**src/dmr_pkg.sv**
```systemverilog
// dmr_pkg: shared types and constants for the data move and return execution block
// assumes a 14-bit instruction word as delivered by the core decoder
package dmr_pkg;
    localparam int DATA_W = 8;                 // data path width
    localparam int ADDR_W = 7;                 // file register address width
    localparam int PC_W = 13;                  // program counter width
    localparam int INSN_W = 14;                // instruction word width
    localparam logic [7:0] ACC_RST = 8'h00;    // accumulator after reset
    localparam logic [6:0] OPC_COPY = 7'h08;   // copy file register, bits 13:8 = 001000
    localparam logic [5:0] OPC_COPY6 = 6'h08;  // copy opcode upper six bits
    localparam logic [6:0] OPC_STORE = 7'h01;  // store accumulator, bits 13:7 = 0000001
    localparam logic [3:0] OPC_LIT4 = 4'hC;    // load literal, bits 13:10 = 1100
    localparam logic [3:0] OPC_RETL4 = 4'hD;   // literal return, bits 13:10 = 1101
    localparam logic [13:0] OPC_IRET = 14'h0009; // interrupt return, full word
    localparam int D_BIT = 7;                  // destination select bit position

    // one-hot execution state
    typedef enum logic [1:0] {
        DMR_RUN = 2'h1,   // normal single-cycle execution
        DMR_FILL = 2'h2   // refill cycle after a literal return
    } dmr_state_e;

    // register file write request
    typedef struct packed {
        logic we;                  // write strobe
        logic [6:0] addr;          // target address
        logic [7:0] data;          // write data
    } dmr_fwr_s;

    // complete module state
    typedef struct packed {
        dmr_state_e st;            // execution state
        logic [7:0] acc;           // accumulator
        logic [6:0] raddr;         // file read address
        dmr_fwr_s fwr;             // file write request
        logic z_we;                // zero flag write strobe
        logic z_val;               // zero flag value
        logic pc_ld;               // program counter load strobe
        logic [12:0] pc_val;       // program counter load value
        logic pop;                 // stack pop strobe
        logic gie_set;             // global_irq_enable set strobe
        logic stall;               // fetch stall during refill
    } dmr_state_s;
endpackage : dmr_pkg

```
**src/dmr_exec.sv**
```systemverilog
// dmr_exec: executes copy, store, load literal and both returns
// assumes file read data is combinational from file_rdata_i for insn_i[6:0] decode
// assumes insn_i is valid when insn_vld_i is high and stack_top_i is the current top
// Function
// - copy reads file, writes accumulator or file
// - copy updates zero flag either destination
// - load literal into accumulator, flags kept
// - store writes accumulator to addressed file
// - interrupt return pops stack, sets enable
// - literal return loads accumulator and pc
// - literal return takes two cycles
`timescale 1ns/10ps
module dmr_exec (
    input wire logic clk_i,                     // 250 MHz core clock
    input wire logic srst_i,                    // synchronous reset, active high
    input wire logic insn_vld_i,                // instruction valid this cycle
    input wire logic [13:0] insn_i,             // instruction word
    input wire logic [7:0] file_rdata_i,        // read data of the addressed file register
    input wire logic [12:0] stack_top_i,        // stack_top return address
    output logic [7:0] acc_o,                   // accumulator value
    output logic [6:0] file_raddr_o,            // file read address (insn field)
    output logic file_we_o,                     // file write strobe
    output logic [6:0] file_waddr_o,            // file write address
    output logic [7:0] file_wdata_o,            // file write data
    output logic z_we_o,                        // zero flag write strobe
    output logic z_o,                           // zero flag value
    output logic pc_ld_o,                       // program counter load strobe
    output logic [12:0] pc_o,                   // program counter load value
    output logic pop_o,                         // stack pop strobe
    output logic gie_set_o,                     // global_irq_enable set strobe
    output logic stall_o                        // fetch stall, refill cycle
);
    dmr_pkg::dmr_state_s r;      // registered state
    dmr_pkg::dmr_state_s next_r; // next state

    // decoded op classes, combinational from the instruction field
    logic is_copy;       // copy_file_reg_op
    logic is_store;      // store_accum_op
    logic is_lit;        // load_literal_op
    logic is_iret;       // interrupt_return_op
    logic is_retl;       // literal_return_op
    logic d_sel;         // destination bit
    logic run;           // instruction accepted this cycle

    // decode; instructions presented during the refill cycle are ignored
    always_comb begin
        run = insn_vld_i && (r.st == dmr_pkg::DMR_RUN);
        d_sel = insn_i[dmr_pkg::D_BIT];
        is_copy = run && (insn_i[13:8] == dmr_pkg::OPC_COPY6);
        is_store = run && (insn_i[13:7] == dmr_pkg::OPC_STORE);
        is_lit = run && (insn_i[13:10] == dmr_pkg::OPC_LIT4);
        is_iret = run && (insn_i == dmr_pkg::OPC_IRET);
        is_retl = run && (insn_i[13:10] == dmr_pkg::OPC_RETL4);
    end

    // read address output is the registered copy of the operand field, one cycle behind insn_i
    assign file_raddr_o = r.raddr;

    // next state: strobes default low every cycle
    always_comb begin
        next_r = r;
        next_r.fwr.we = 1'b0;
        next_r.z_we = 1'b0;
        next_r.pc_ld = 1'b0;
        next_r.pop = 1'b0;
        next_r.gie_set = 1'b0;
        next_r.stall = 1'b0;
        next_r.raddr = insn_i[6:0];
        case (r.st)
            dmr_pkg::DMR_RUN: begin
                if (is_copy) begin
                    if (d_sel) begin
                        next_r.fwr.we = 1'b1;
                        next_r.fwr.addr = insn_i[6:0];
                        next_r.fwr.data = file_rdata_i;
                    end else begin
                        next_r.acc = file_rdata_i;
                    end
                    next_r.z_we = 1'b1;
                    next_r.z_val = (file_rdata_i == 8'h00);
                end else if (is_store) begin
                    next_r.fwr.we = 1'b1;
                    next_r.fwr.addr = insn_i[6:0];
                    next_r.fwr.data = r.acc;
                end else if (is_lit) begin
                    next_r.acc = insn_i[7:0];
                end else if (is_iret) begin
                    next_r.pc_ld = 1'b1;
                    next_r.pc_val = stack_top_i;
                    next_r.pop = 1'b1;
                    next_r.gie_set = 1'b1;
                end else if (is_retl) begin
                    next_r.acc = insn_i[7:0];
                    next_r.pc_ld = 1'b1;
                    next_r.pc_val = stack_top_i;
                    next_r.pop = 1'b1;
                    next_r.stall = 1'b1;
                    next_r.st = dmr_pkg::DMR_FILL;
                end
            end
            dmr_pkg::DMR_FILL: begin
                // refill cycle done; back to normal issue
                next_r.st = dmr_pkg::DMR_RUN;
            end
            default: begin
                // illegal encoding recovers to run
                next_r.st = dmr_pkg::DMR_RUN;
            end
        endcase
    end

    // state register
    always_ff @(posedge clk_i) begin
        if (srst_i) begin
            r <= '0;
            r.st <= dmr_pkg::DMR_RUN;
            r.acc <= dmr_pkg::ACC_RST;
        end else begin
            r <= next_r;
        end
    end

    // outputs straight from state flops
    assign acc_o = r.acc;
    assign file_we_o = r.fwr.we;
    assign file_waddr_o = r.fwr.addr;
    assign file_wdata_o = r.fwr.data;
    assign z_we_o = r.z_we;
    assign z_o = r.z_val;
    assign pc_ld_o = r.pc_ld;
    assign pc_o = r.pc_val;
    assign pop_o = r.pop;
    assign gie_set_o = r.gie_set;
    assign stall_o = r.stall;
endmodule : dmr_exec

```
**config.mk**
```make
export PLATFORM = sky130hd
export DESIGN_NAME = dmr_exec
export DESIGN_NICKNAME = d
export VERILOG_FILES = /design/src/dmr_pkg.sv /design/src/dmr_exec.sv
export SDC_FILE = /design/constraint.sdc
export NUM_CORES = 1
export LEC_CHECK = 0
export BUFFER_PORTS_ARGS = -buffer_cell sky130_fd_sc_hd__buf_4
export CAP_MARGIN = 40
export CORE_ASPECT_RATIO = 1.4
export CORE_UTILIZATION = 50
export CTS_BUF_LIST = sky130_fd_sc_hd__clkbuf_2
export CTS_CLUSTER_DIAMETER = 80
export DETAILED_ROUTE_END_ITERATION = 7
export PLACE_DENSITY = 0.81
export SLEW_MARGIN = 25
export SYNTH_ARGS = -nofsm -noshare
export SYNTH_HDL_FRONTEND = slang
export SYNTH_SLANG_ARGS = --single-unit
export TNS_END_PERCENT = 1
```
**constraint.sdc**
```tcl
create_clock -name clk_i -period 2 [get_ports clk_i]
set_input_delay 0 -clock clk_i [delete_from_list [all_inputs] [get_ports clk_i]]
set_output_delay 0 -clock clk_i [all_outputs]
set_load 0.02 [all_outputs]
```
# Yosys cells after proc, flatten, opt, wreduce, memory -nomap -nowiden
# Cells that the tools add are included.
op_classes:
  n_reduce_logical: 18
  eq_ne: 10
  muxes: 14
  bitwise_logic: 5
ops:
  columns: ["op", "n"]
  rows:
  - ["2-to-1 mux 16 bit", 3]
  - ["2-to-1 mux 8 bit", 6]
  - ["2-to-1 mux 15 bit", 2]
  - ["AND reduction 5 bit", 3]
  - ["equality test 14 x 4 -> 1 bit (second input constant)", 1]
  - ["equality test 4 bit (second input constant)", 2]
  - ["logical NOT 8 bit", 1]
  - ["equality test 7 x 1 -> 1 bit (second input constant)", 1]
  - ["equality test 6 x 4 -> 1 bit (second input constant)", 1]
  - ["logical AND 1 bit", 6]
  - ["!= test 2 bit (second input constant)", 3]
  - ["OR reduction 6 bit", 1]
  - ["inverter 1 bit", 5]
  - ["OR reduction 5 bit", 1]
  - ["nonzero test 2 bit", 2]
  - ["!= test 3 bit (second input constant)", 1]
  - ["AND reduction 3 bit", 1]
  - ["nonzero test 3 bit", 1]
  - ["equality test 2 x 1 -> 1 bit (second input constant)", 1]
  - ["2-to-1 mux 1 bit", 2]
  - ["2-to-1 mux 2 bit", 1]
  - ["AND reduction 2 bit", 1]
  - ["OR reduction 2 bit", 1]
word_totals:
  inputBits: 38
  wordCells: 60
  regBits: 52

# Depth between registers and ports, before layout
# Gate-level depths: netlist (run 1).
depth:
  word_depth: 8
  ltp_mapped: 6
  depth_no_buf: 5

# Worst setup path after synthesis (run 1)
# No wires, ideal clock.
synth_path:
  path_kind: "reg-to-reg"
  startpoint: "register r[51] in the netlist's numbering"
  endpoint: "register r (netlist bit pc_o[10])"
  stages_incl_launch_ff: 7
  n_path_buf: 1
  setup_time_ns: 0.128
  t_arrival_ns: 1.479
  slack_ns: 0.393
  cell_sequence: "dfxtp_1 and4bb_2 nand2_1 o21ai_2 buf_4 mux2i_1 nor2_1"
synth_via:
  elab_chain_cells: 5
synth_rtl:
  columns: ["element", "line", "text"]
  rows:
  - ["start: declaration", "dmr_exec.sv:33", "dmr_pkg::dmr_state_s r;"]
  - ["start signal: assignment", "dmr_exec.sv:119", "r <= next_r;"]
  - ["equality test 2 x 1 -> 1 bit *", "dmr_exec.sv:47, dmr_exec.sv:69", null]
  - ["logical AND 1 bit", "dmr_exec.sv:47", "run = insn_vld_i && (r.st == dmr_pkg::DMR_RUN);"]
  - ["logical AND 1 bit, on equally long branches", null, null]
  - ["nonzero test 2 bit (no source line) or inverter 1 bit (tied branches)", null, null]
  - ["AND reduction 5 bit (no source line)", null, null]
# Every way passes the cells marked *; elsewhere a longest branch is shown, timed or not.
# A chain may end at the register's enable or synchronous reset.

# Worst setup path after layout (run 1)
layout_path:
  startpoint: "input insn_i[9]"
  endpoint: "register r (netlist bit acc_o[5])"
layout_via:
  elab_chain_cells: 4
layout_rtl:
  columns: ["element", "line", "text"]
  rows:
  - ["start: declaration", "dmr_exec.sv:17", "input wire logic [13:0] insn_i,"]
  - ["equality test 14 x 4 -> 1 bit (tied with other cells)", "dmr_exec.sv:52", "is_iret = run && (insn_i == dmr_pkg::OPC_IRET);"]
  - ["logical AND 1 bit, on equally long branches", "dmr_exec.sv:52, dmr_exec.sv:49, dmr_exec.sv:50", null]
  - ["!= test 3 bit (no source line) (tied with other cells)", null, null]
  - ["AND reduction 5 bit (no source line)", null, null]
# Parallel ways exist; a longest one is shown, timed or not.

==> results of run 1 <==
## layout by cell type, fill, tap and decap left out, drive strengths merged, types with 2 or more instances in the layout
cell	Yosys	final
nor3	5	5
nor2	38	38
nor4	4	4
a311oi	8	8
nand2	18	18
a211oi	8	8
clkbuf	6	6
mux2i	28	28
dlygate4sd3	0	34
dfxtp	51	51
nand3	3	3
buf	49	90
nand4b	2	2
nor2b	10	10
inv	3	3
## through the flow
step / setup slack [ns] / utilization
final: 0.188 / 0.705
after global routing: 0.106 / 0.705
after CTS: 0.192 / 0.705
after detailed placement: 0.276 / 0.616
after global placement: 0.378 / 0.616
after floorplan: 0.393 / -
## sequential cells by signal (all words and copies together), names as in the netlist
register	count
file_raddr_o	7
file_we_o	1
pc_ld_o	1
stall_o	1
z_o	1
z_we_o	1
file_wdata_o	8
gie_set_o	1
acc_o	8
r	2
pc_o	13
file_waddr_o	7
## synthesized netlist by cell type (2+ instances only)
cell      count  share of area
clkbuf_1      6         0.0098
nand3_1       3         0.0066
nor4_1        3         0.0082
a211oi_1      8          0.026
nand4b_1      2         0.0077
nand2_1      18          0.030
buf_2         3         0.0066
mux2i_1      28           0.12
nor2_1       37          0.061
nor3_1        5          0.011
inv_1         3         0.0049
dfxtp_1      51           0.45
nor2b_1      10          0.027
a311oi_1      8          0.031
buf_4        45           0.15
## power by group through the flow
| stage | clock [W] | sequential, W | combinational, W |
|---|---|---|---|
| global placement | 0 | 0.00107 | 0.000206 |
| detailed placement | 0 | 0.00107 | 0.000210 |
| CTS | 0.000415 | 0.00105 | 0.000261 |
| finish | 0.000404 | 0.00105 | 0.000262 |
| global route | 0.000451 | 0.00105 | 0.000281 |
| floorplan | 0 | 0.00107 | 0.000124 |
## cells by family after synthesis
kind of cell | Yosys count
AND/OR/NAND/NOR | 86
AO/OA/AOI/OAI | 19
buffers and inverters | 58
multiplexers | 28
flip-flops | 51
## final cells by class
class | instances | share of cell area
sequential | 51 | 0.336
multi-input combinational | 133 | 0.287
timing repair buffer | 124 | 0.335
inverter | 3 | 0.00371
clock inverter | 2 | 0.00412
clock buffer | 6 | 0.00989
tap | 60 | 0.0247
## worst reg2reg max path, cell delays in order (launching register included)
cell,delay (ns)
dfxtp_1,0.39
nor2b_1,0.17
nand3_1,0.14
a221oi_4,0.60
nor2_1,0.09
a311oi_1,0.28
## worst paths after layout
path / from / cells after the start / end / slack (ns)
max: insn_i[9] / 7 / acc_o[5]$_SDFFE_PP0P_ / 0.19
min: insn_i[12] / 4 / stall_o$_SDFF_PP0_ / 0.08
min reg2reg: z_o$_SDFFE_PP0P_ / 2 / z_o$_SDFFE_PP0P_ / 0.51
max reg2reg: r[50]$_SDFFE_PP1P_ / 5 / acc_o[5]$_SDFFE_PP0P_ / 0.28
## metal layers
layer | global-route usage | wire length [um] | vias to the layer above
li1 | - | - | 922
met1 | 0.243 | 2050 | 856
met2 | 0.384 | 2610 | 68
met3 | 0.0614 | 307 | 5
met4 | 0.0643 | 51 | 0
met5 | 0 | 0 | -
## repair_timing
| item | CTS | global route |
|---|---|---|
| endpoints found under the hold margin | 51 | 0 |
| buffers inserted | 0 | 0 |
| hold buffers | 34 | 0 |
| resized for setup | 0 | 0 |
==> results.json, run 1 <==
{
  "critical_path_class": "in -> reg",
  "seq_area_frac_synth": 0.446,
  "avgSynthCellArea_um2": 9.46,
  "regArea_mm2": 0.00102,
  "synth_area_mm2": 0.00229,
  "crit_chain": "dlygate4sd3_1, buf_4, nor4_4, nand4b_1, a221oi_4, nor2_1, a311oi_1",
  "finalCriticalPeriod_ns": 1.81,
  "drive_above_1_share": 0.323,
  "synth_simple_gate_area_frac": 0.184,
  "ys_ff_latch": 51,
  "leakage_nw": 1.28,
  "switchingPower_w": 0.000443,
  "critical_path_required_ns": 2.36,
  "combPwrFrac": 0.153,
  "die_area_mm2": 0.00486,
  "mappedNetlistNets": 280,
  "slowest_stage": "a221oi_4",
  "die_w_um": 59.2,
  "cts_tree": "built",
  "sw_frac_of_total": 0.258,
  "gr-total-overflow": 0,
  "synth_top_family_by_area": "simple AND/OR/NAND/NOR gates",
  "start_kind": "input port",
  "power_density_mw_per_mm2": 565,
  "die_h_um": 82.1,
  "clock_skew_ns": 0.0238,
  "final_hold_viol_count": 0,
  "vias_per_cell": 4.88,
  "drt_wl_total_um": 5010,
  "cp_data_arrival_time_ns": 2.17,
  "cp_slowest_stage_delay_ns": 0.61,
  "grt_use_total": 0.215,
  "htreeDepth": 2,
  "fin_setup_tns_ns": 0,
  "crit_family": "compound AO/OA/AOI/OAI gates",
  "core_area_mm2": 0.00431,
  "via_count": 1851,
  "synth.area.mux_share": 0.122,
  "initialDrtViolationCount": 43,
  "path_clk_slew_ns": 0.25,
  "clk-insertion-delay-late_ns": 0.42,
  "async_reset_ff_frac": 0,
  "synth_compound_area_frac": 0.0743,
  "final_max_slew_viol_count": 0,
  "n_fill_cell": 338,
  "grt_pass1_vias": 1765,
  "cp_max_fo": 16,
  "end_kind": "register",
  "grt_max_degree": 51,
  "antenna_found_initial": 0,
  "final_area_mm2": 0.00304,
  "status": "complete, no violations",
  "cts_sinks": 51,
  "cts_inserted_buffers": 5,
  "route.detailed.drc": 0,
  "diodes": 0,
  "root_buffer": "clkbuf_2",
  "rsz0062_at_grt": "false",
  "synth-xor-area-share": 0,
  "ys_types": 27,
  "p_int_w": 0.00127,
  "finalPower_w": 0.00172,
  "synth_top_flop_cell": "dfxtp_1",
  "max_cap_violations": 0,
  "synth-adder-area-share": 0,
  "portBuffers": 87,
  "area_delta_synth_final_pct": 32.6,
  "power_frac_clock": 0.235,
  "fin_nets": 356,
  "fin_crit_sh": 0.906,
  "dp.cells": 337,
  "yosysWarnings": 0,
  "final-instance-count-excl-fill": 379,
  "critPathBufInv": 2,
  "synthCells": 242,
  "clock.fmax_mhz": 552,
  "rows": 28,
  "ant_nets": 0,
  "dpl_cell_area_mm2": 0.00265,
  "io-pin-count": 88,
  "wl_per_cell_um": 13.2,
  "grt_pass1_wl_um": 7900,
  "peakVddDrop_mv": 0.421,
  "hold_ws_ns": 0.0820,
  "dp_hpwl_um": 3280,
  "first_pass_iters": 4,
  "synth_edf_count": 0,
  "tightest_slew_ns": 0.649,
  "initial_utilization": 0.531,
  "setup_viol": 0,
  "gp_routability_congestion": 0.744,
  "hold_path_class": "in -> reg",
  "cts_buffer_depth": 2,
  "p_seq_frac": 0.612,
  "relSlewSlack": 0.568,
  "multiInputGateArea_um2": 871
}
Power figures use the tool's default switching activity.
==> run 2, diff against run 1 <==
==> constraint.sdc (replaced) <==
create_clock -name clk_i -period 2 [get_ports clk_i]
set_input_delay 0.2 -clock clk_i [delete_from_list [all_inputs] [get_ports clk_i]]
set_output_delay 0.2 -clock clk_i [all_outputs]
set_load 0.02 [all_outputs]
==> run 2 against run 1 <==
Critical path depth is 1 higher. Flip-flop and latch count unchanged. Count of clock-buffer cells in the layout stayed put. Via count shrank 1.8%. Final area is 4.2% lower. Critical path type unchanged. Sequential power barely moved. First-iteration DRC count increased by 110%. Die area is the same. Final cell count down 4.0%. Utilization fell by 3.0 points. Clock power shrank 1%. Worst setup slack gained 0.045 ns. Largest cell class unchanged.
==> results.json, run 2 (synthesis gave the netlist of run 1 again) <==
{
  "status": "complete, no violations",
  "power_frac_clock": 0.236,
  "sw_frac_of_total": 0.258,
  "peakVddDrop_mv": 0.517,
  "critical_path_class": "in -> reg",
  "root_buffer": "clkbuf_2",
  "cp_slowest_stage_delay_ns": 0.54,
  "gr-total-overflow": 0,
  "vias_per_cell": 4.99,
  "combPwrFrac": 0.143,
  "crit_chain": "dlygate4sd3_1, buf_4, nor4_1, nand4b_1, o21ai_2, buf_12, mux2i_1, nor2_1",
  "grt_pass1_vias": 1590,
  "end_kind": "register",
  "die_h_um": 82.1,
  "antenna_found_initial": 0,
  "fin_crit_sh": 0.884,
  "fin_nets": 341,
  "grt_use_total": 0.198,
  "initial_utilization": 0.531,
  "p_int_w": 0.00126,
  "setup_viol": 0,
  "drive_above_1_share": 0.342,
  "final_area_mm2": 0.00291,
  "initialDrtViolationCount": 90,
  "rsz0062_at_grt": "false",
  "finalCriticalPeriod_ns": 1.77,
  "cp-endpoint": "pc_o[4]$_SDFFE_PP0P_",
  "reg2reg_to": "pc_o[4]$_SDFFE_PP0P_",
  "dpl_cell_area_mm2": 0.00269,
  "wl_per_cell_um": 13.5,
  "grt_max_degree": 51,
  "cts_sinks": 51,
  "rr_worst_depth": 6,
  "start_kind": "input port",
  "via_count": 1817,
  "max_cap_violations": 0,
  "crit_start": "insn_i[4]",
  "grt_pass1_wl_um": 7240,
  "cts_setup_buffers": 0,
  "cp_data_arrival_time_ns": 2.08,
  "area_delta_synth_final_pct": 27.0,
  "n_fill_cell": 366,
  "switchingPower_w": 0.000436,
  "tightest_slew_ns": 0.496,
  "slowest_stage": "dlygate4sd3_1",
  "core_area_mm2": 0.00431,
  "final_hold_viol_count": 0,
  "portBuffers": 87,
  "relSlewSlack": 0.669,
  "htreeDepth": 2,
  "cp_max_fo": 14,
  "crit_family": "buffers and inverters",
  "final_max_slew_viol_count": 0,
  "power_density_mw_per_mm2": 581,
  "die_area_mm2": 0.00486,
  "gp_routability_congestion": 0.768,
  "largest_reg_flops": 13,
  "reg2reg_slack_ns": 0.35,
  "layout_commonest_cell": "buf_4",
  "path_clk_slew_ns": 0.24,
  "cts_tree": "built",
  "clock_skew_ns": 0.0318,
  "first_pass_iters": 5,
  "rows": 28,
  "hold_path_class": "in -> reg",
  "cts_buffer_depth": 2,
  "die_w_um": 59.2,
  "final_cell_mix": "buf_4, dfxtp_1, nor2_1",
  "route.detailed.drc": 0,
  "diodes": 0,
  "cts_inserted_buffers": 5,
  "r2r_start": "r[51]$_SDFFE_PP0P_",
  "p_seq_frac": 0.621,
  "fin_setup_tns_ns": 0,
  "io-pin-count": 88,
  "leakage_nw": 1.23,
  "ant_nets": 0,
  "critical_path_required_ns": 2.31,
  "clk-insertion-delay-late_ns": 0.42,
  "drt_wl_total_um": 4910,
  "critPathBufInv": 3,
  "clock.fmax_mhz": 566,
  "dp_hpwl_um": 3320,
  "cp.depth": 8
}
run 2: metrics by stage:
step	total power [W]	utilization	instances	hold slack [ns]	worst slack (ns)
after global routing	0.00176	0.675	364	0.000486	0.113
after CTS	0.00169	0.652	354	0.000156	0.336
after detailed placement	0.00128	0.623	338	0.442	0.212
final	0.00169	0.675	364	0.0266	0.233
after floorplan	0.00119	-	242	0.328	0.393
after global placement	0.00128	0.623	338	0.432	0.322
run 2: what timing repair did:
action,in CTS,in global routing
hold endpoints to repair,8,11
hold buffers,8,10
endpoints found under the setup margin,0,0
gates resized for setup,0,0
run 2: metal layers:
| layer | GRT usage | wire length [um] | up-vias |
|---|---|---|---|
| li1 | - | - | 900 |
| met1 | 0.232 | 1930 | 812 |
| met2 | 0.342 | 2590 | 95 |
| met3 | 0.0551 | 340 | 10 |
| met4 | 0.0667 | 54 | 0 |
| met5 | 0 | 0 | - |
run 2: worst register-to-register path: cells and delay by family (launching register included):
family / cells / cell delay [ns]
AND/OR/NAND/NOR: 3 / 0.54
flip-flops: 1 / 0.37
multiplexers: 1 / 0.25
AO/OA/AOI/OAI: 1 / 0.24
buffers and inverters: 1 / 0.18
run 2: worst min path at each step:
stage | to | slack (ns) | start | cells past startpoint
finish | file_raddr_o[3]$_SDFF_PP0_ | 0.03 | insn_i[3] | 2
global placement | pc_o[6]$_SDFFE_PP0P_ | 0.43 | stack_top_i[6] | 3
global route | file_raddr_o[3]$_SDFF_PP0_ | 0.0005 | insn_i[3] | 2
CTS | pc_o[12]$_SDFFE_PP0P_ | 0.0002 | stack_top_i[12] | 3
detailed placement | pc_o[0]$_SDFFE_PP0P_ | 0.44 | stack_top_i[0] | 3
floorplan | file_raddr_o[0]$_SDFF_PP0_ | 0.33 | insn_i[0] | 1
run 2: layout make-up:
cell class / count / area, um^2 / share of cell area
Inverter: 3 / 11.3 / 0.00387
Sequential cell: 51 / 1020 / 0.351
Multi-Input combinational cell: 133 / 871 / 0.299
Tap cell: 60 / 75.1 / 0.0258
Clock inverter: 2 / 12.5 / 0.00430
Timing Repair Buffer: 109 / 888 / 0.305
Clock buffer: 6 / 30.0 / 0.0103
run 2: power groups by stage:
stage,combinational (W),sequential (W),clock [W]
CTS,0.000225,0.00105,0.000416
global route,0.000260,0.00105,0.000450
floorplan,0.000124,0.00107,0
global placement,0.000208,0.00107,0
finish,0.000241,0.00105,0.000400
detailed placement,0.000213,0.00107,0
==> run 3, diff against run 2 <==
- HOLD_SLACK_MARGIN: not set -> 0.12
- REMOVE_ABC_BUFFERS: not set -> 1
- clock period: 2 -> 2.05 ns (I/O delays scaled with it)
==> run 3 against run 2 <==
Wire length rose by 5.5%. Via count rose by 3.1%. Hold slack improved by 0.17 ns. Critical path depth did not move. Final area rose by 4.6%. First-iteration DRC count fell by 49%. Sequential power barely moved. Clock power rose by 28%. Final cell count rose by 3.8%.
==> results.json, run 3 (synthesis gave the netlist of run 1 again) <==
{
  "cts_inserted_buffers": 5,
  "hold_ws_ns": 0.196,
  "die_h_um": 82.1,
  "power_frac_clock": 0.285,
  "fin_nets": 355,
  "initialDrtViolationCount": 46,
  "core_area_mm2": 0.00431,
  "crit_family": "buffers and inverters",
  "area_delta_synth_final_pct": 32.9,
  "peakVddDrop_mv": 0.373,
  "slowest_stage": "dlygate4sd3_1",
  "critical_path_required_ns": 2.40,
  "finalPower_w": 0.00179,
  "die_w_um": 59.2,
  "cp_slowest_stage_delay_ns": 0.54,
  "gp_routability_congestion": 0.758,
  "crit_chain": "dlygate4sd3_1, buf_4, nor4_4, nand4b_1, a221oi_4, buf_4, nor2_1, a311oi_1",
  "crit_start": "insn_i[10]",
  "sw_frac_of_total": 0.244,
  "pre_cts_ws_ns": 0.268,
  "cts-hold-fix-buffers": 30,
  "final_max_slew_viol_count": 0,
  "drt_wl_total_um": 5180,
  "fin_setup_tns_ns": 0,
  "leakage_nw": 1.30,
  "path_clk_slew_ns": 0.26,
  "switchingPower_w": 0.000437,
  "critical_path_class": "in -> reg",
  "cp_max_fo": 16,
  "setup_viol": 0,
  "cp_data_arrival_time_ns": 2.20,
  "clock_skew_ns": 0.0187,
  "cts_resized": 0,
  "die_area_mm2": 0.00486,
  "max_cap_violations": 0,
  "r2r_start": "r[51]$_SDFFE_PP0P_",
  "tightest_slew_ns": 0.513,
  "dp_hpwl_um": 3410,
  "final_cell_mix": "buf_4, dfxtp_1, nor2_1",
  "grt_max_degree": 51,
  "critPathBufInv": 3,
  "portBuffers": 87,
  "hold_path_class": "in -> reg",
  "final_hold_viol_count": 0,
  "layout_commonest_cell": "buf_4",
  "cts_tree": "built",
  "wl_per_cell_um": 13.7,
  "rows": 28,
  "gr-total-overflow": 0,
  "cts_setup_buffers": 0,
  "relSlewSlack": 0.658,
  "min_from": "insn_i[9]",
  "route.detailed.drc": 0,
  "io-pin-count": 88,
  "power_density_mw_per_mm2": 588,
  "root_buffer": "clkbuf_2",
  "antenna_found_initial": 0,
  "status": "complete, no violations",
  "finalCriticalPeriod_ns": 1.85,
  "first_pass_iters": 5,
  "rsz0062_at_grt": "false",
  "cts_buffer_depth": 2,
  "fin_crit_sh": 0.904,
  "end_kind": "register",
  "combPwrFrac": 0.143,
  "fin_ws_ns": 0.196,
  "clk-insertion-delay-late_ns": 0.43,
  "grt_pass1_wl_um": 8110,
  "diodes": 0,
  "via_count": 1873,
  "vias_per_cell": 4.96,
  "cp_common_cell": "buf_4",
  "start_kind": "input port",
  "initial_utilization": 0.531,
  "cts_sinks": 51,
  "drive_above_1_share": 0.327,
  "p_int_w": 0.00135,
  "ant_nets": 0,
  "p_seq_frac": 0.572,
  "clock.fmax_mhz": 539,
  "utilization": 0.706,
  "grt_use_total": 0.225,
  "largest_reg_flops": 13,
  "grt_pass1_vias": 1762,
  "htreeDepth": 2
}
## run 3: changes by cell type in the layout (fill, tap and decap cells not counted)
| cell | delta |
|---|---|
| clkinv_1 | +1 |
| clkinvlp_4 | -1 |
| bufinv_16 | +1 |
| dlygate4sd3_1 | +13 |
| clkbuf_2 | -1 |
| buf_12 | -2 |
| buf_4 | +3 |
## run 3: worst min-delay path, stage by stage
cell and delay [ns]:
buf_4 0.09, nor4_4 0.04, nand2_1 0.18, nor3_1 0.09
## run 3: area by class of cell
| class | count | area, um^2 |
|---|---|---|
| Sequential cell | 51 | 1020 |
| Clock buffer | 5 | 25.0 |
| Inverter | 3 | 11.3 |
| Timing Repair Buffer | 123 | 1000 |
| Fill cell | 335 | 1270 |
| Clock inverter | 3 | 38.8 |
| Multi-Input combinational cell | 133 | 871 |
| Tap cell | 60 | 75.1 |
## run 3: through the flow
| step | instances | instance area, um^2 |
|---|---|---|
| 5_1_grt | 378 | 3040 |
| 2_1_floorplan | 187 | 1900 |
| 6_report | 378 | 3040 |
| 4_1_cts | 377 | 3030 |
| 3_3_place_gp | 339 | 2670 |
| 3_5_place_dp | 339 | 2670 |
## run 3: power groups by stage
| stage | Clock, W | Combinational (W) | Sequential (W) |
|---|---|---|---|
| after global placement | 0 | 0.000202 | 0.00104 |
| after CTS | 0.000527 | 0.000252 | 0.00102 |
| after floorplan | 0 | 0.0000517 | 0.00107 |
| after detailed placement | 0 | 0.000206 | 0.00104 |
| after global routing | 0.000568 | 0.000274 | 0.00103 |
| final | 0.000511 | 0.000255 | 0.00102 |
## run 3: final timing paths
path | endpoint | slack [ns] | cells after the start
setup / recovery | acc_o[1]$_SDFFE_PP0P_ | 0.20 | 8
hold / removal | file_we_o$_SDFF_PP0_ | 0.20 | 4
setup reg to reg | pc_o[3]$_SDFFE_PP0P_ | 0.42 | 6
hold reg to reg | z_o$_SDFFE_PP0P_ | 0.48 | 2
## run 3: layer usage
metal | vias up | GRT usage | routed length, um | part of all wire
met5 | - | 0 | 0 | 0
met4 | 0 | 0.0929 | 114 | 0.022
met3 | 11 | 0.0583 | 271 | 0.052
met2 | 67 | 0.417 | 2860 | 0.55
met1 | 876 | 0.235 | 1940 | 0.37
li1 | 919 | - | - | -
